[config.mk]
export PLATFORM = sky130hd
export DESIGN_NAME = smie_exec
export DESIGN_NICKNAME = d
export VERILOG_FILES = /design/src/hdl/smie_pkg.sv /design/src/hdl/smie_ptr_unit.sv /design/src/hdl/smie_exec.sv
export VERILOG_INCLUDE_DIRS = /design/src /design/src/hdl
export SDC_FILE = /design/constraint.sdc
export NUM_CORES = 1
export LEC_CHECK = 0
export BUFFER_PORTS_ARGS = -buffer_cell sky130_fd_sc_hd__buf_2
export CAP_MARGIN = 0
export CORE_MARGIN = 5
export CORE_UTILIZATION = 25
export CTS_BUF_LIST = sky130_fd_sc_hd__clkbuf_4 sky130_fd_sc_hd__clkbuf_8 sky130_fd_sc_hd__clkbuf_16
export DETAILED_ROUTE_END_ITERATION = 8
export GPL_ROUTABILITY_DRIVEN = 0
export PLACE_DENSITY = 0.5
export SYNTH_ARGS = -nofsm -noshare
export SYNTH_HDL_FRONTEND = slang
export SYNTH_SLANG_ARGS = --single-unit
[constraint.sdc]
create_clock -name clk -period 4.8 [get_ports clk]
set_input_delay 0.96 -clock clk [delete_from_list [all_inputs] [get_ports clk]]
set_output_delay 0.96 -clock clk [all_outputs]
set_load 0.05 [all_outputs]
[src/hdl/smie_regs.svh]
// constants for the shift, move and indirect load execution block
`ifndef SMIE_REGS_SVH
`define SMIE_REGS_SVH
`define SMIE_DATA_W      8
`define SMIE_PTR_W       16
`define SMIE_FADDR_W     7
`define SMIE_OFS_W       6
`define SMIE_MSB         7
`define SMIE_ACC_RST     8'h00
`define SMIE_PTR_RST     16'h0000
`define SMIE_FLAG_RST    1'b0
`define SMIE_BYTE_ZERO   8'h00
`define SMIE_PTR_ONE     16'h0001
`define SMIE_DEST_ACC    1'b0
`define SMIE_MODE_PREINC 2'h0
`define SMIE_MODE_PREDEC 2'h1
`define SMIE_MODE_POSTINC 2'h2
`define SMIE_MODE_POSTDEC 2'h3
`define SMIE_MODE_DEC_BIT  0
`define SMIE_MODE_POST_BIT 1
`define SMIE_ALIAS0_ADDR 7'h00
`define SMIE_ALIAS1_ADDR 7'h01
`endif

[src/hdl/smie_pkg.sv]
// types for the shift, move and indirect load execution block
package smie_pkg;
    typedef enum logic [1:0] {SMIE_OP_NONE, SMIE_OP_SHIFT_RIGHT, SMIE_OP_COPY_FILE,
                              SMIE_OP_INDIRECT_LOAD} smie_op_t;
    typedef enum logic [1:0] {SMIE_IDLE, SMIE_READ, SMIE_WRITE} smie_state_t;
endpackage : smie_pkg

[src/hdl/smie_ptr_unit.sv]
// one pointer register with pre/post step and relative addressing
`timescale 1ns/1ps
`default_nettype none
`include "smie_regs.svh"
module smie_ptr_unit
(
    input  wire logic                      clk,      // core clock
    input  wire logic                      rst_n,    // sync reset, active low
    input  wire logic                      ce,       // clock enable
    input  wire logic                      sel,      // this pointer is used
    input  wire logic                      rel,      // relative form
    input  wire logic [1:0]                mode,     // update_mode
    input  wire logic [`SMIE_OFS_W-1:0]    ofs,      // signed offset
    input  wire logic                      commit,   // apply step
    input  wire logic                      ld,       // direct pointer load
    input  wire logic [`SMIE_PTR_W-1:0]    ld_val,   // value to load
    output logic      [`SMIE_PTR_W-1:0]    ptr,      // pointer value
    output logic      [`SMIE_PTR_W-1:0]    eff_addr  // effective address
);
    logic [`SMIE_PTR_W-1:0] ptr_r;
    logic [`SMIE_PTR_W-1:0] ptr_nxt;
    logic [`SMIE_PTR_W-1:0] stepped;
    logic [`SMIE_PTR_W-1:0] ofs_ext;

    assign ofs_ext = {{(`SMIE_PTR_W-`SMIE_OFS_W){ofs[`SMIE_OFS_W-1]}}, ofs};

    always_comb
    begin
        // modulo 2^16 wrap on step
        if (mode[`SMIE_MODE_DEC_BIT])
            stepped = ptr_r - `SMIE_PTR_ONE;
        else
            stepped = ptr_r + `SMIE_PTR_ONE;
        if (rel)
            eff_addr = ptr_r + ofs_ext;
        else if (mode[`SMIE_MODE_POST_BIT])
            eff_addr = ptr_r;
        else
            eff_addr = stepped;
        ptr_nxt = ptr_r;
        if (ld)
            ptr_nxt = ld_val;
        else if (commit && sel && !rel)
            ptr_nxt = stepped;
    end

    always_ff @(posedge clk)
    begin
        if (!rst_n)
            ptr_r <= `SMIE_PTR_RST;
        else if (ce)
            ptr_r <= ptr_nxt;
    end

    assign ptr = ptr_r;

    property p_rel_keeps;
        @(posedge clk) disable iff (!rst_n)
        (ce && commit && sel && rel && !ld) |=> (ptr_r == $past(ptr_r));
    endproperty
    a_rel_keeps: assert property (p_rel_keeps) else $error("relative form moved pointer");

    property p_step_one;
        @(posedge clk) disable iff (!rst_n)
        (ce && commit && sel && !rel && !ld) |=>
            (ptr_r == ($past(mode[`SMIE_MODE_DEC_BIT]) ? $past(ptr_r) - `SMIE_PTR_ONE
                                                       : $past(ptr_r) + `SMIE_PTR_ONE));
    endproperty
    a_step_one: assert property (p_step_one) else $error("pointer step wrong");
endmodule : smie_ptr_unit
`default_nettype wire

[src/hdl/smie_exec.sv]
// execution unit for right shift, file copy and indirect load
`timescale 1ns/1ps
`default_nettype none
`include "smie_regs.svh"
module smie_exec
    import smie_pkg::*;
(
    input  wire logic                       clk,        // core clock, 125 MHz
    input  wire logic                       rst_n,      // sync reset, active low
    input  wire logic                       ce,         // clock enable
    input  wire logic                       start,      // issue instruction
    input  wire smie_pkg::smie_op_t         op,         // instruction
    input  wire logic [`SMIE_FADDR_W-1:0]   faddr,      // file address operand
    input  wire logic                       dest_sel,   // result_target_bit
    input  wire logic                       ptr_sel,    // pointer number
    input  wire logic                       rel,        // relative form
    input  wire logic [1:0]                 upd_mode,   // update_mode
    input  wire logic [`SMIE_OFS_W-1:0]     offset,     // signed offset
    input  wire logic                       ptr_ld,     // load pointer directly
    input  wire logic [`SMIE_PTR_W-1:0]     ptr_ld_val, // pointer load value
    output logic                            busy,       // executing
    output logic                            done,       // instruction finished
    output logic                            mem_rd,     // data memory read strobe
    output logic                            mem_wr,     // data memory write strobe
    output logic      [`SMIE_PTR_W-1:0]     mem_addr,   // data memory address
    output logic      [`SMIE_DATA_W-1:0]    mem_wdata,  // write data
    input  wire logic [`SMIE_DATA_W-1:0]    mem_rdata,  // read data, next cycle
    output logic      [`SMIE_DATA_W-1:0]    acc,        // accumulator
    output logic                            carry,      // carry flag
    output logic                            zero,       // zero flag
    output logic      [`SMIE_PTR_W-1:0]     ptr0,       // pointer 0
    output logic      [`SMIE_PTR_W-1:0]     ptr1        // pointer 1
);
    import smie_pkg::*;

    // ------------------------------------------------------------
    // pointers
    // ------------------------------------------------------------
    logic [`SMIE_PTR_W-1:0] ea0;
    logic [`SMIE_PTR_W-1:0] ea1;
    logic                   commit;
    smie_op_t               op_r;
    smie_op_t               op_nxt;
    logic                   ptr_sel_r;
    logic                   ptr_sel_nxt;
    logic                   rel_r;
    logic [1:0]             mode_r;
    logic [`SMIE_OFS_W-1:0] ofs_r;

    smie_ptr_unit u_ptr0
    (
        .clk      (clk),
        .rst_n    (rst_n),
        .ce       (ce),
        .sel      (!ptr_sel_r),
        .rel      (rel_r),
        .mode     (mode_r),
        .ofs      (ofs_r),
        .commit   (commit),
        .ld       (ptr_ld && !ptr_sel),
        .ld_val   (ptr_ld_val),
        .ptr      (ptr0),
        .eff_addr (ea0)
    );

    smie_ptr_unit u_ptr1
    (
        .clk      (clk),
        .rst_n    (rst_n),
        .ce       (ce),
        .sel      (ptr_sel_r),
        .rel      (rel_r),
        .mode     (mode_r),
        .ofs      (ofs_r),
        .commit   (commit),
        .ld       (ptr_ld && ptr_sel),
        .ld_val   (ptr_ld_val),
        .ptr      (ptr1),
        .eff_addr (ea1)
    );

    // ------------------------------------------------------------
    // sequencer
    // ------------------------------------------------------------
    smie_state_t               st_r;
    smie_state_t               st_nxt;
    logic [`SMIE_FADDR_W-1:0]  faddr_r;
    logic [`SMIE_FADDR_W-1:0]  faddr_nxt;
    logic                      dest_r;
    logic                      dest_nxt;
    logic                      rel_nxt;
    logic [1:0]                mode_nxt;
    logic [`SMIE_OFS_W-1:0]    ofs_nxt;
    logic [`SMIE_DATA_W-1:0]   acc_r;
    logic [`SMIE_DATA_W-1:0]   acc_nxt;
    logic                      c_r;
    logic                      c_nxt;
    logic                      z_r;
    logic                      z_nxt;
    logic [`SMIE_DATA_W-1:0]   result;
    logic [`SMIE_PTR_W-1:0]    file_addr;
    logic [`SMIE_PTR_W-1:0]    ea_sel;
    logic                      done_nxt;
    logic                      done_r;

    assign ea_sel = ptr_sel_r ? ea1 : ea0;

    always_comb
    begin
        // alias addresses redirect to the pointer value
        if (faddr_r == `SMIE_ALIAS0_ADDR)
            file_addr = ptr0;
        else if (faddr_r == `SMIE_ALIAS1_ADDR)
            file_addr = ptr1;
        else
            file_addr = {{(`SMIE_PTR_W-`SMIE_FADDR_W){1'b0}}, faddr_r};
    end

    always_comb
    begin
        if (op_r == SMIE_OP_SHIFT_RIGHT)
            result = {1'b0, mem_rdata[`SMIE_MSB:1]};
        else
            result = mem_rdata;
    end

    always_comb
    begin
        st_nxt      = st_r;
        op_nxt      = op_r;
        faddr_nxt   = faddr_r;
        dest_nxt    = dest_r;
        ptr_sel_nxt = ptr_sel_r;
        rel_nxt     = rel_r;
        mode_nxt    = mode_r;
        ofs_nxt     = ofs_r;
        acc_nxt     = acc_r;
        c_nxt       = c_r;
        z_nxt       = z_r;
        done_nxt    = 1'b0;
        commit      = 1'b0;
        mem_rd      = 1'b0;
        mem_wr      = 1'b0;
        mem_addr    = file_addr;
        case (st_r)
            SMIE_IDLE:
            begin
                if (start && op != SMIE_OP_NONE)
                begin
                    st_nxt      = SMIE_READ;
                    op_nxt      = op;
                    faddr_nxt   = faddr;
                    dest_nxt    = dest_sel;
                    ptr_sel_nxt = ptr_sel;
                    rel_nxt     = rel;
                    mode_nxt    = upd_mode;
                    ofs_nxt     = offset;
                end
            end
            SMIE_READ:
            begin
                mem_rd = 1'b1;
                if (op_r == SMIE_OP_INDIRECT_LOAD)
                    mem_addr = ea_sel;
                st_nxt = SMIE_WRITE;
            end
            SMIE_WRITE:
            begin
                if (op_r == SMIE_OP_INDIRECT_LOAD)
                begin
                    acc_nxt = mem_rdata;
                    commit  = 1'b1;
                end
                else if (dest_r == `SMIE_DEST_ACC)
                    acc_nxt = result;
                else
                begin
                    mem_wr = 1'b1;
                end
                if (op_r == SMIE_OP_SHIFT_RIGHT)
                    c_nxt = mem_rdata[0];
                z_nxt    = (result == `SMIE_BYTE_ZERO);
                done_nxt = 1'b1;
                st_nxt   = SMIE_IDLE;
            end
            default:
                st_nxt = SMIE_IDLE;
        endcase
    end

    always_ff @(posedge clk)
    begin
        if (!rst_n)
        begin
            st_r      <= SMIE_IDLE;
            op_r      <= SMIE_OP_NONE;
            faddr_r   <= '0;
            dest_r    <= 1'b0;
            ptr_sel_r <= 1'b0;
            rel_r     <= 1'b0;
            mode_r    <= `SMIE_MODE_PREINC;
            ofs_r     <= '0;
            acc_r     <= `SMIE_ACC_RST;
            c_r       <= `SMIE_FLAG_RST;
            z_r       <= `SMIE_FLAG_RST;
            done_r    <= 1'b0;
        end
        else if (ce)
        begin
            st_r      <= st_nxt;
            op_r      <= op_nxt;
            faddr_r   <= faddr_nxt;
            dest_r    <= dest_nxt;
            ptr_sel_r <= ptr_sel_nxt;
            rel_r     <= rel_nxt;
            mode_r    <= mode_nxt;
            ofs_r     <= ofs_nxt;
            acc_r     <= acc_nxt;
            c_r       <= c_nxt;
            z_r       <= z_nxt;
            done_r    <= done_nxt;
        end
    end

    // write data is the result computed this cycle
    assign mem_wdata = result;
    assign acc       = acc_r;
    assign carry     = c_r;
    assign zero      = z_r;
    assign done      = done_r;
    assign busy      = (st_r != SMIE_IDLE);

    // ------------------------------------------------------------
    // checks
    // ------------------------------------------------------------
    property p_shift_res;
        @(posedge clk) disable iff (!rst_n)
        (ce && mem_wr && op_r == SMIE_OP_SHIFT_RIGHT)
            |-> (mem_wdata == {1'b0, mem_rdata[`SMIE_MSB:1]});
    endproperty
    a_shift_res: assert property (p_shift_res) else $error("shift result wrong");

    property p_shift_carry;
        @(posedge clk) disable iff (!rst_n)
        (ce && st_r == SMIE_WRITE && op_r == SMIE_OP_SHIFT_RIGHT) |=> (carry == $past(mem_rdata[0]));
    endproperty
    a_shift_carry: assert property (p_shift_carry) else $error("carry not bit 0");

    property p_dest_acc;
        @(posedge clk) disable iff (!rst_n)
        (ce && st_r == SMIE_WRITE && op_r != SMIE_OP_INDIRECT_LOAD && !dest_r)
            |-> !mem_wr ##1 (acc == $past(result));
    endproperty
    a_dest_acc: assert property (p_dest_acc) else $error("accumulator not written");

    property p_dest_file;
        @(posedge clk) disable iff (!rst_n)
        (ce && st_r == SMIE_WRITE && op_r != SMIE_OP_INDIRECT_LOAD && dest_r) |-> mem_wr;
    endproperty
    a_dest_file: assert property (p_dest_file) else $error("file not written");

    property p_copy_same;
        @(posedge clk) disable iff (!rst_n)
        (ce && mem_wr && op_r == SMIE_OP_COPY_FILE) |-> (mem_wdata == mem_rdata);
    endproperty
    a_copy_same: assert property (p_copy_same) else $error("copy altered data");

    property p_load_acc;
        @(posedge clk) disable iff (!rst_n)
        (ce && st_r == SMIE_WRITE && op_r == SMIE_OP_INDIRECT_LOAD)
            |=> (acc == $past(mem_rdata)) && (zero == (acc == `SMIE_BYTE_ZERO));
    endproperty
    a_load_acc: assert property (p_load_acc) else $error("indirect load wrong");

    property p_zero_flag;
        @(posedge clk) disable iff (!rst_n)
        (ce && st_r == SMIE_WRITE) |=> (zero == ($past(result) == `SMIE_BYTE_ZERO));
    endproperty
    a_zero_flag: assert property (p_zero_flag) else $error("zero flag wrong");

    property p_issue_len;
        @(posedge clk) disable iff (!rst_n)
        (ce && st_r == SMIE_IDLE && start && op != SMIE_OP_NONE) ##1 ce |-> mem_rd;
    endproperty
    a_issue_len: assert property (p_issue_len) else $error("read not issued");

    property p_alias_addr;
        @(posedge clk) disable iff (!rst_n)
        (st_r == SMIE_READ && op_r != SMIE_OP_INDIRECT_LOAD && faddr_r == `SMIE_ALIAS1_ADDR)
            |-> (mem_addr == ptr1);
    endproperty
    a_alias_addr: assert property (p_alias_addr) else $error("alias miss");

    property p_pre_addr;
        @(posedge clk) disable iff (!rst_n)
        (st_r == SMIE_READ && op_r == SMIE_OP_INDIRECT_LOAD && !rel_r && !ptr_sel_r
            && !mode_r[`SMIE_MODE_POST_BIT])
            |-> (mem_addr == (mode_r[`SMIE_MODE_DEC_BIT] ? ptr0 - `SMIE_PTR_ONE
                                                         : ptr0 + `SMIE_PTR_ONE));
    endproperty
    a_pre_addr: assert property (p_pre_addr) else $error("pre address");

    property p_carry_keep;
        @(posedge clk) disable iff (!rst_n)
        (ce && st_r == SMIE_WRITE && op_r != SMIE_OP_SHIFT_RIGHT) |=> (carry == $past(carry));
    endproperty
    a_carry_keep: assert property (p_carry_keep) else $error("carry changed");
endmodule : smie_exec
`default_nettype wire

==> results of run 1 <==
[power groups by stage]
stage	registers [mW]	clock network, mW	logic (mW)
6_report	0.605	0.696	0.559
5_1_grt	0.609	0.734	0.613
4_1_cts	0.606	0.716	0.564
3_5_place_dp	0.618	0	0.561
3_3_place_gp	0.618	0	0.559
2_1_floorplan	0.650	0	0.364
[area by class of cell]
cell class                      instances  area [um^2]  area share
Clock buffer                           10        232.7     0.03012
Sequential cell                        65         1301      0.1684
Inverter                               34        127.6     0.01652
Timing Repair Buffer                  131        688.2     0.08907
Clock inverter                          6        75.07    0.009717
Tap cell                              335        419.2     0.05425
Multi-Input combinational cell        718         4882      0.6319
[cell families after synthesis]
group,share of synthesized area
compound gates,0.2896
simple gates,0.1860
buf+inv,0.04539
flops,0.2009
fa+ha+maj,0.1244
xor+xnor,0.07437
mux,0.07939
[per-layer routing]
layer / track usage / vias to the layer above
met5: 0 / -
met4: 0.03066 / 4
met3: 0.03466 / 21
met2: 0.2405 / 168
met1: 0.2121 / 3029
li1: - / 3331
[cells in the mapped netlist, types with 2 or more instances]
cell type	instances
a21oi_1	91
o211ai_1	13
o22ai_1	6
xor2_1	21
dfxtp_1	65
and3_1	3
o21a_1	11
a211o_1	3
nand2b_1	9
o21bai_1	6
buf_2	4
a311oi_1	17
a21oi_2	3
nor2b_1	6
or3_1	6
o31ai_1	5
o221ai_1	5
ha_1	58
a221oi_2	2
o21ai_1	14
a211oi_2	3
o21ai_0	47
fa_1	4
inv_1	34
mux4_2	9
o21ai_2	2
and2_1	4
a31oi_1	5
mux2i_1	30
nor4_1	5
o221ai_2	2
xnor2_1	34
nor2_1	76
a22oi_1	2
a21o_1	18
nand2_1	126
clkbuf_1	30
o41ai_2	3
nand4_1	3
a211oi_1	14
nand3_1	15
buf_1	4
nor3_1	15
a21boi_0	2
[through the flow]
step / area (um^2) / total power [mW] / instances
after global placement: 7418 / 1.177 / 1283
final: 7726 / 1.860 / 1299
after global routing: 7726 / 1.955 / 1299
after floorplan: 6477 / 1.014 / 857
after detailed placement: 7418 / 1.179 / 1283
after CTS: 7726 / 1.885 / 1299
[worst paths after layout]
check	slack (ns)	depth (start not counted)	to
setup reg to reg	1.85	10	u_ptr0.ptr[13]
setup / recovery	0.39	12	mem_addr[15]
hold / removal	0.47	2	dest_r
hold reg to reg	0.47	2	dest_r
[worst reg2reg max path, cell delays in order, from the launching register on]
cell and delay, ns:
dfxtp_1 0.30, buf_4 0.37, ha_1 0.36, a21oi_1 0.28, o211ai_2 0.20, a211oi_2 0.31, a21oi_2 0.12, a211oi_1 0.27
xnor2_1 0.23, nand2_1 0.11, a311oi_1 0.28
[sequential cells by signal, indices dropped and copies added, names as in the netlist]
name	cells
ofs_r	6
rel_r	1
u_ptr0.ptr	16
dest_r	1
carry	1
mode_r	2
done	1
op_r	2
faddr_r	7
u_ptr1.ptr	16
ptr_sel_r	1
zero	1
st_r	2
acc	8
==> metrics.md, run 1 <==
| Metric | Value |
|---|---|
| Outcome | `complete, no violations` |
| Final Hold Viols | `0` |
| CTS tree | `yes` |
| Hold Path Class | `reg -> reg` |
| Chain of cells forming the critical path | `buf_4, ha_1, a21oi_1, o211ai_2, a211oi_2, a21oi_2, o221ai_2, mux2i_1, xnor2_1, a221oi_2, o21ai_1, buf_2` |
| Starting Density | `0.2514` |
| Synth Register Bits | `65` |
| DP Worst Slack | `0.7893 ns` |
| Die Footprint | `0.02923 mm^2` |
| Power Dens Cells | `240.7 mW/mm^2` |
| Sequential Power Share | `0.325` |
| Most frequent cells in the layout | `126 x nand2_1, 118 x buf_2, 91 x a21oi_1, 76 x nor2_1, 65 x dfxtp_1` |
| Cts bufs inserted | `9` |
| Leak | `3.363 nW` |
| CTS resizes | `0` |
| Wire length on met2 | `10030 um` |
| Met3 WL post-DR | `1259 um` |
| Final net count | `1070` |
| Commonest non-fill, non-tap cell in the layout | `nand2_1` |
| Mapped Nets | `968` |
| Unique masters post-synth | `66` |
| Fin worst setup slack | `0.3917 ns` |
| Max-cap viol count | `0` |
| Fin util | `0.2999` |
| Worst hold slack | `0.4733 ns` |
| DRT iter0 DRCs | `388` |
| Worst Path Arrival | `3.45 ns` |
| Fillcell total | `2847` |
| Core ar. | `0.02576 mm^2` |
| Max-slew headroom | `0.2531` |
| Post-synth EDFFs | `0` |
| Post-synthesis instance total | `857` |
| CP Capture Type | `output port` |
| Ys async rst share | `0` |
| Number of remaining DRC errors | `0` |
| Total GRT Usage | `0.1517` |
| CTS clk-pin slew, worst paths | `0.07 ns` |
| Fin crit period | `4.408 ns` |
| Avg Inst Size Synth | `7.558 um^2` |
| Top Metal Used | `met5` |
| Share of cells above drive strength 1 | `0.1878` |
| Detailed placement HPWL | `17660 um` |
| Setup TNS | `0 ns` |
| Routed wire length | `22350 um` |
| Vias in the first global route | `6214` |
| I/O pin cnt | `119` |
| Register area share after synthesis | `0.2009` |
| DRT met1 WL | `10750 um` |
| Setup CP Type | `reg -> out` |
| Net Sw Frac | `0.3763` |
| CP Data Required Time | `3.84 ns` |
| Overflow after GRT | `0` |
| Synthesis-to-layout area growth | `19.28%` |
| # diodes | `0` |
| Drt pass-1 iters | `5` |
| VDD IR max | `0.1473 mV` |
| Max Transition Viols Final | `0` |
| Via count | `6553` |
| Critical Path Source | `mode_r[0]` |
| RSZ-0062 raised after global routing | `false` |
| Most used flip-flop cell after synthesis | `dfxtp_1` |
| CP bufs+invs | `2` |
| Total number of H-tree levels | `3` |
| Number of vias per cell | `5.045` |
| Site Rows | `59` |
| Clock Sinks | `65` |
| Top achievable clock speed | `226.8 MHz` |
| Slowest-stage cell, CP | `buf_4` |
| Int Pwr | `1.160 mW` |
| Combinational power share | `0.301` |
| Final setup fails | `0` |
| Top post-synthesis cells by area | `dfxtp_1 20%, ha_1 11%, nand2_1 7.3%` |
| Setup crit start kind | `flop` |
| Worst path max stage delay | `0.37 ns` |
| RR Startpoint | `mode_r[0]` |
| Final critical-path share of the clock period | `0.9184` |
| Chip height | `171.0 um` |
| Clock share of power | `0.374` |
| Share of the synthesized area in the top cell type | `0.2009` |
| Die width | `171.0 um` |
| CP Max Fanout | `35` |
| Largest net degree at the start of global routing | `58` |
| Skew-Pair Late Insertion Delay | `0.35 ns` |
| Initial antenna violation count | `2` |
| Wire per inst | `17.20 um` |
| Mapped cell area | `0.006477 mm^2` |
| Switching Power | `699.8 uW` |
| CP delay by family, top | `compound AO/OA/AOI/OAI gates` |
| First-pass GRT wire length | `35010 um` |
| CTS max path bufs | `2` |
| Worst slew pin tran | `1.120 ns` |
| Hold Crit Start | `dest_r` |
| Post-CTS Setup Bufs | `0` |
| Post-route ant nets | `0` |
| Hold_buf cts | `0` |
| Area leader, netlist | `dfxtp_1` |
| CTS root buffer | `clkbuf_16` |
| Synth warn | `0` |
| PortBufs | `118` |
| Setup Skew | `0.009379 ns` |
No activity file was read; power rests on OpenSTA's default activity.
==> run 2: changes to the inputs <==
PLACE_DENSITY = 0.41   (was 0.5)
==> run 2 against run 1 <==
Power shrank 1.9%; non-clock buffer count up 4; critical path depth stayed put; register-to-register slack barely moved.
==> metrics.md, run 2 (synthesis gave the netlist of run 1 again) <==
| Metric | Value |
|---|---|
| Outcome | `complete, no violations` |
| Initial antenna violation count | `2` |
| Skew-Pair Late Insertion Delay | `0.34 ns` |
| Most frequent cells in the layout | `126 x nand2_1, 118 x buf_2, 91 x a21oi_1, 76 x nor2_1, 65 x dfxtp_1` |
| Drt pass-1 iters | `4` |
| CTS clk-pin slew, worst paths | `0.06 ns` |
| Final cell count without fillers | `1303` |
| First-pass GRT wire length | `37020 um` |
| Hold Path Class | `reg -> reg` |
| Fin crit period | `4.449 ns` |
| Design area | `0.007732 mm^2` |
| Total GRT Usage | `0.1627` |
| Max-cap viol count | `0` |
| CTS tree | `yes` |
| Max Transition Viols Final | `0` |
| Number of vias per cell | `4.955` |
| Placed Instance Area | `0.007448 mm^2` |
| Worst R2R Path Depth | `11` |
| Number of remaining DRC errors | `0` |
| Power Dens Cells | `236.0 mW/mm^2` |
| Hold Path Stages | `2` |
| Post-route ant nets | `0` |
| Share of cells above drive strength 1 | `0.1911` |
| VDD IR max | `0.1587 mV` |
| Setup Skew | `0.01018 ns` |
| Starting Density | `0.2514` |
| RSZ-0062 raised after global routing | `false` |
| Setup crit start kind | `flop` |
| Synthesis-to-layout area growth | `19.37%` |
| Leak | `3.367 nW` |
| CP Max Fanout | `17` |
| Worst slew pin tran | `1.133 ns` |
| Final net count | `1074` |
| Core ar. | `0.02576 mm^2` |
| Vias in the first global route | `6364` |
| Via count | `6457` |
| CP Data Required Time | `3.84 ns` |
| Max-slew headroom | `0.2437` |
| I/O pin cnt | `119` |
| PortBufs | `118` |
| Die Footprint | `0.02923 mm^2` |
| Site Rows | `59` |
| Placed Cells | `1287` |
| Overflow after GRT | `0` |
| Fin util | `0.3001` |
| Post-CTS Setup Bufs | `0` |
| Commonest non-fill, non-tap cell in the layout | `nand2_1` |
| Setup TNS | `0 ns` |
| DRT iter0 DRCs | `312` |
| Top achievable clock speed | `224.8 MHz` |
| Detailed placement HPWL | `19230 um` |
| Clock Sinks | `65` |
| Routed wire length | `23880 um` |
| Final critical-path share of the clock period | `0.9269` |
| Final Hold Viols | `0` |
| CP Capture Type | `output port` |
| Largest net degree at the start of global routing | `58` |
| Die width | `171.0 um` |
| Worst Path Arrival | `3.49 ns` |
| Setup CP Type | `reg -> out` |
| Total number of H-tree levels | `3` |
| Final setup fails | `0` |
| CTS root buffer | `clkbuf_16` |
| # diodes | `0` |
| Hold_buf cts | `0` |
| Chip height | `171.0 um` |
| Cts bufs inserted | `9` |
| Wire per inst | `18.33 um` |
| CTS resizes | `0` |
| Power Total | `1.825 mW` |
| CTS max path bufs | `2` |
-- run 2: metrics by stage --
stage	setup WS [ns]	hold WS [ns]
after floorplan	0.1690	0.4488
after global placement	0.7711	0.4558
after detailed placement	0.7457	0.4637
after CTS	0.3482	0.4744
after global routing	0.1053	0.5056
final	0.3509	0.4737
-- run 2: power breakdown --
group / internal [mW] / switching, mW / total, mW
Sequential: 0.562 / 0.0417 / 0.603
Combinational: 0.185 / 0.384 / 0.569
Clock: 0.362 / 0.290 / 0.652
-- run 2: path summary, 6_finish.rpt --
kind	from	endpoint	slack, ns
min	dest_r	dest_r	0.47
max reg2reg	mode_r[0]	u_ptr1.ptr[13]	1.84
min reg2reg	dest_r	dest_r	0.47
max	mode_r[0]	mem_addr[13]	0.35
-- run 2: worst max-delay path: stages (launching register included) --
cell and delay, ns:
dfxtp_1 0.59, buf_4 0.32, ha_1 0.28, o21ai_1 0.10, o21a_1 0.20, o21ai_1 0.22, nand2_1 0.15, o21ai_2 0.18
o21a_1 0.20, mux2i_1 0.22, nor3_1 0.07, o311ai_1 0.28, buf_2 0.32
-- run 2: layer usage --
| layer | share of wire | vias up | track usage |
|---|---|---|---|
| met5 | 0.00054 | - | 0 |
| met4 | 0.021 | 2 | 0.04030 |
| met3 | 0.043 | 26 | 0.03119 |
| met2 | 0.49 | 144 | 0.2812 |
| met1 | 0.45 | 2942 | 0.2090 |
| li1 | - | 3343 | - |
-- run 2: final cells by class --
type                       count  area [um^2]
timing repair buffer         135        718.2
tap                          335        419.2
clock buffer                  10        232.7
fill                        2834        18030
multi-input combinational    718         4882
clock inverter                 6        51.30
inverter                      34        127.6
sequential                    65         1301
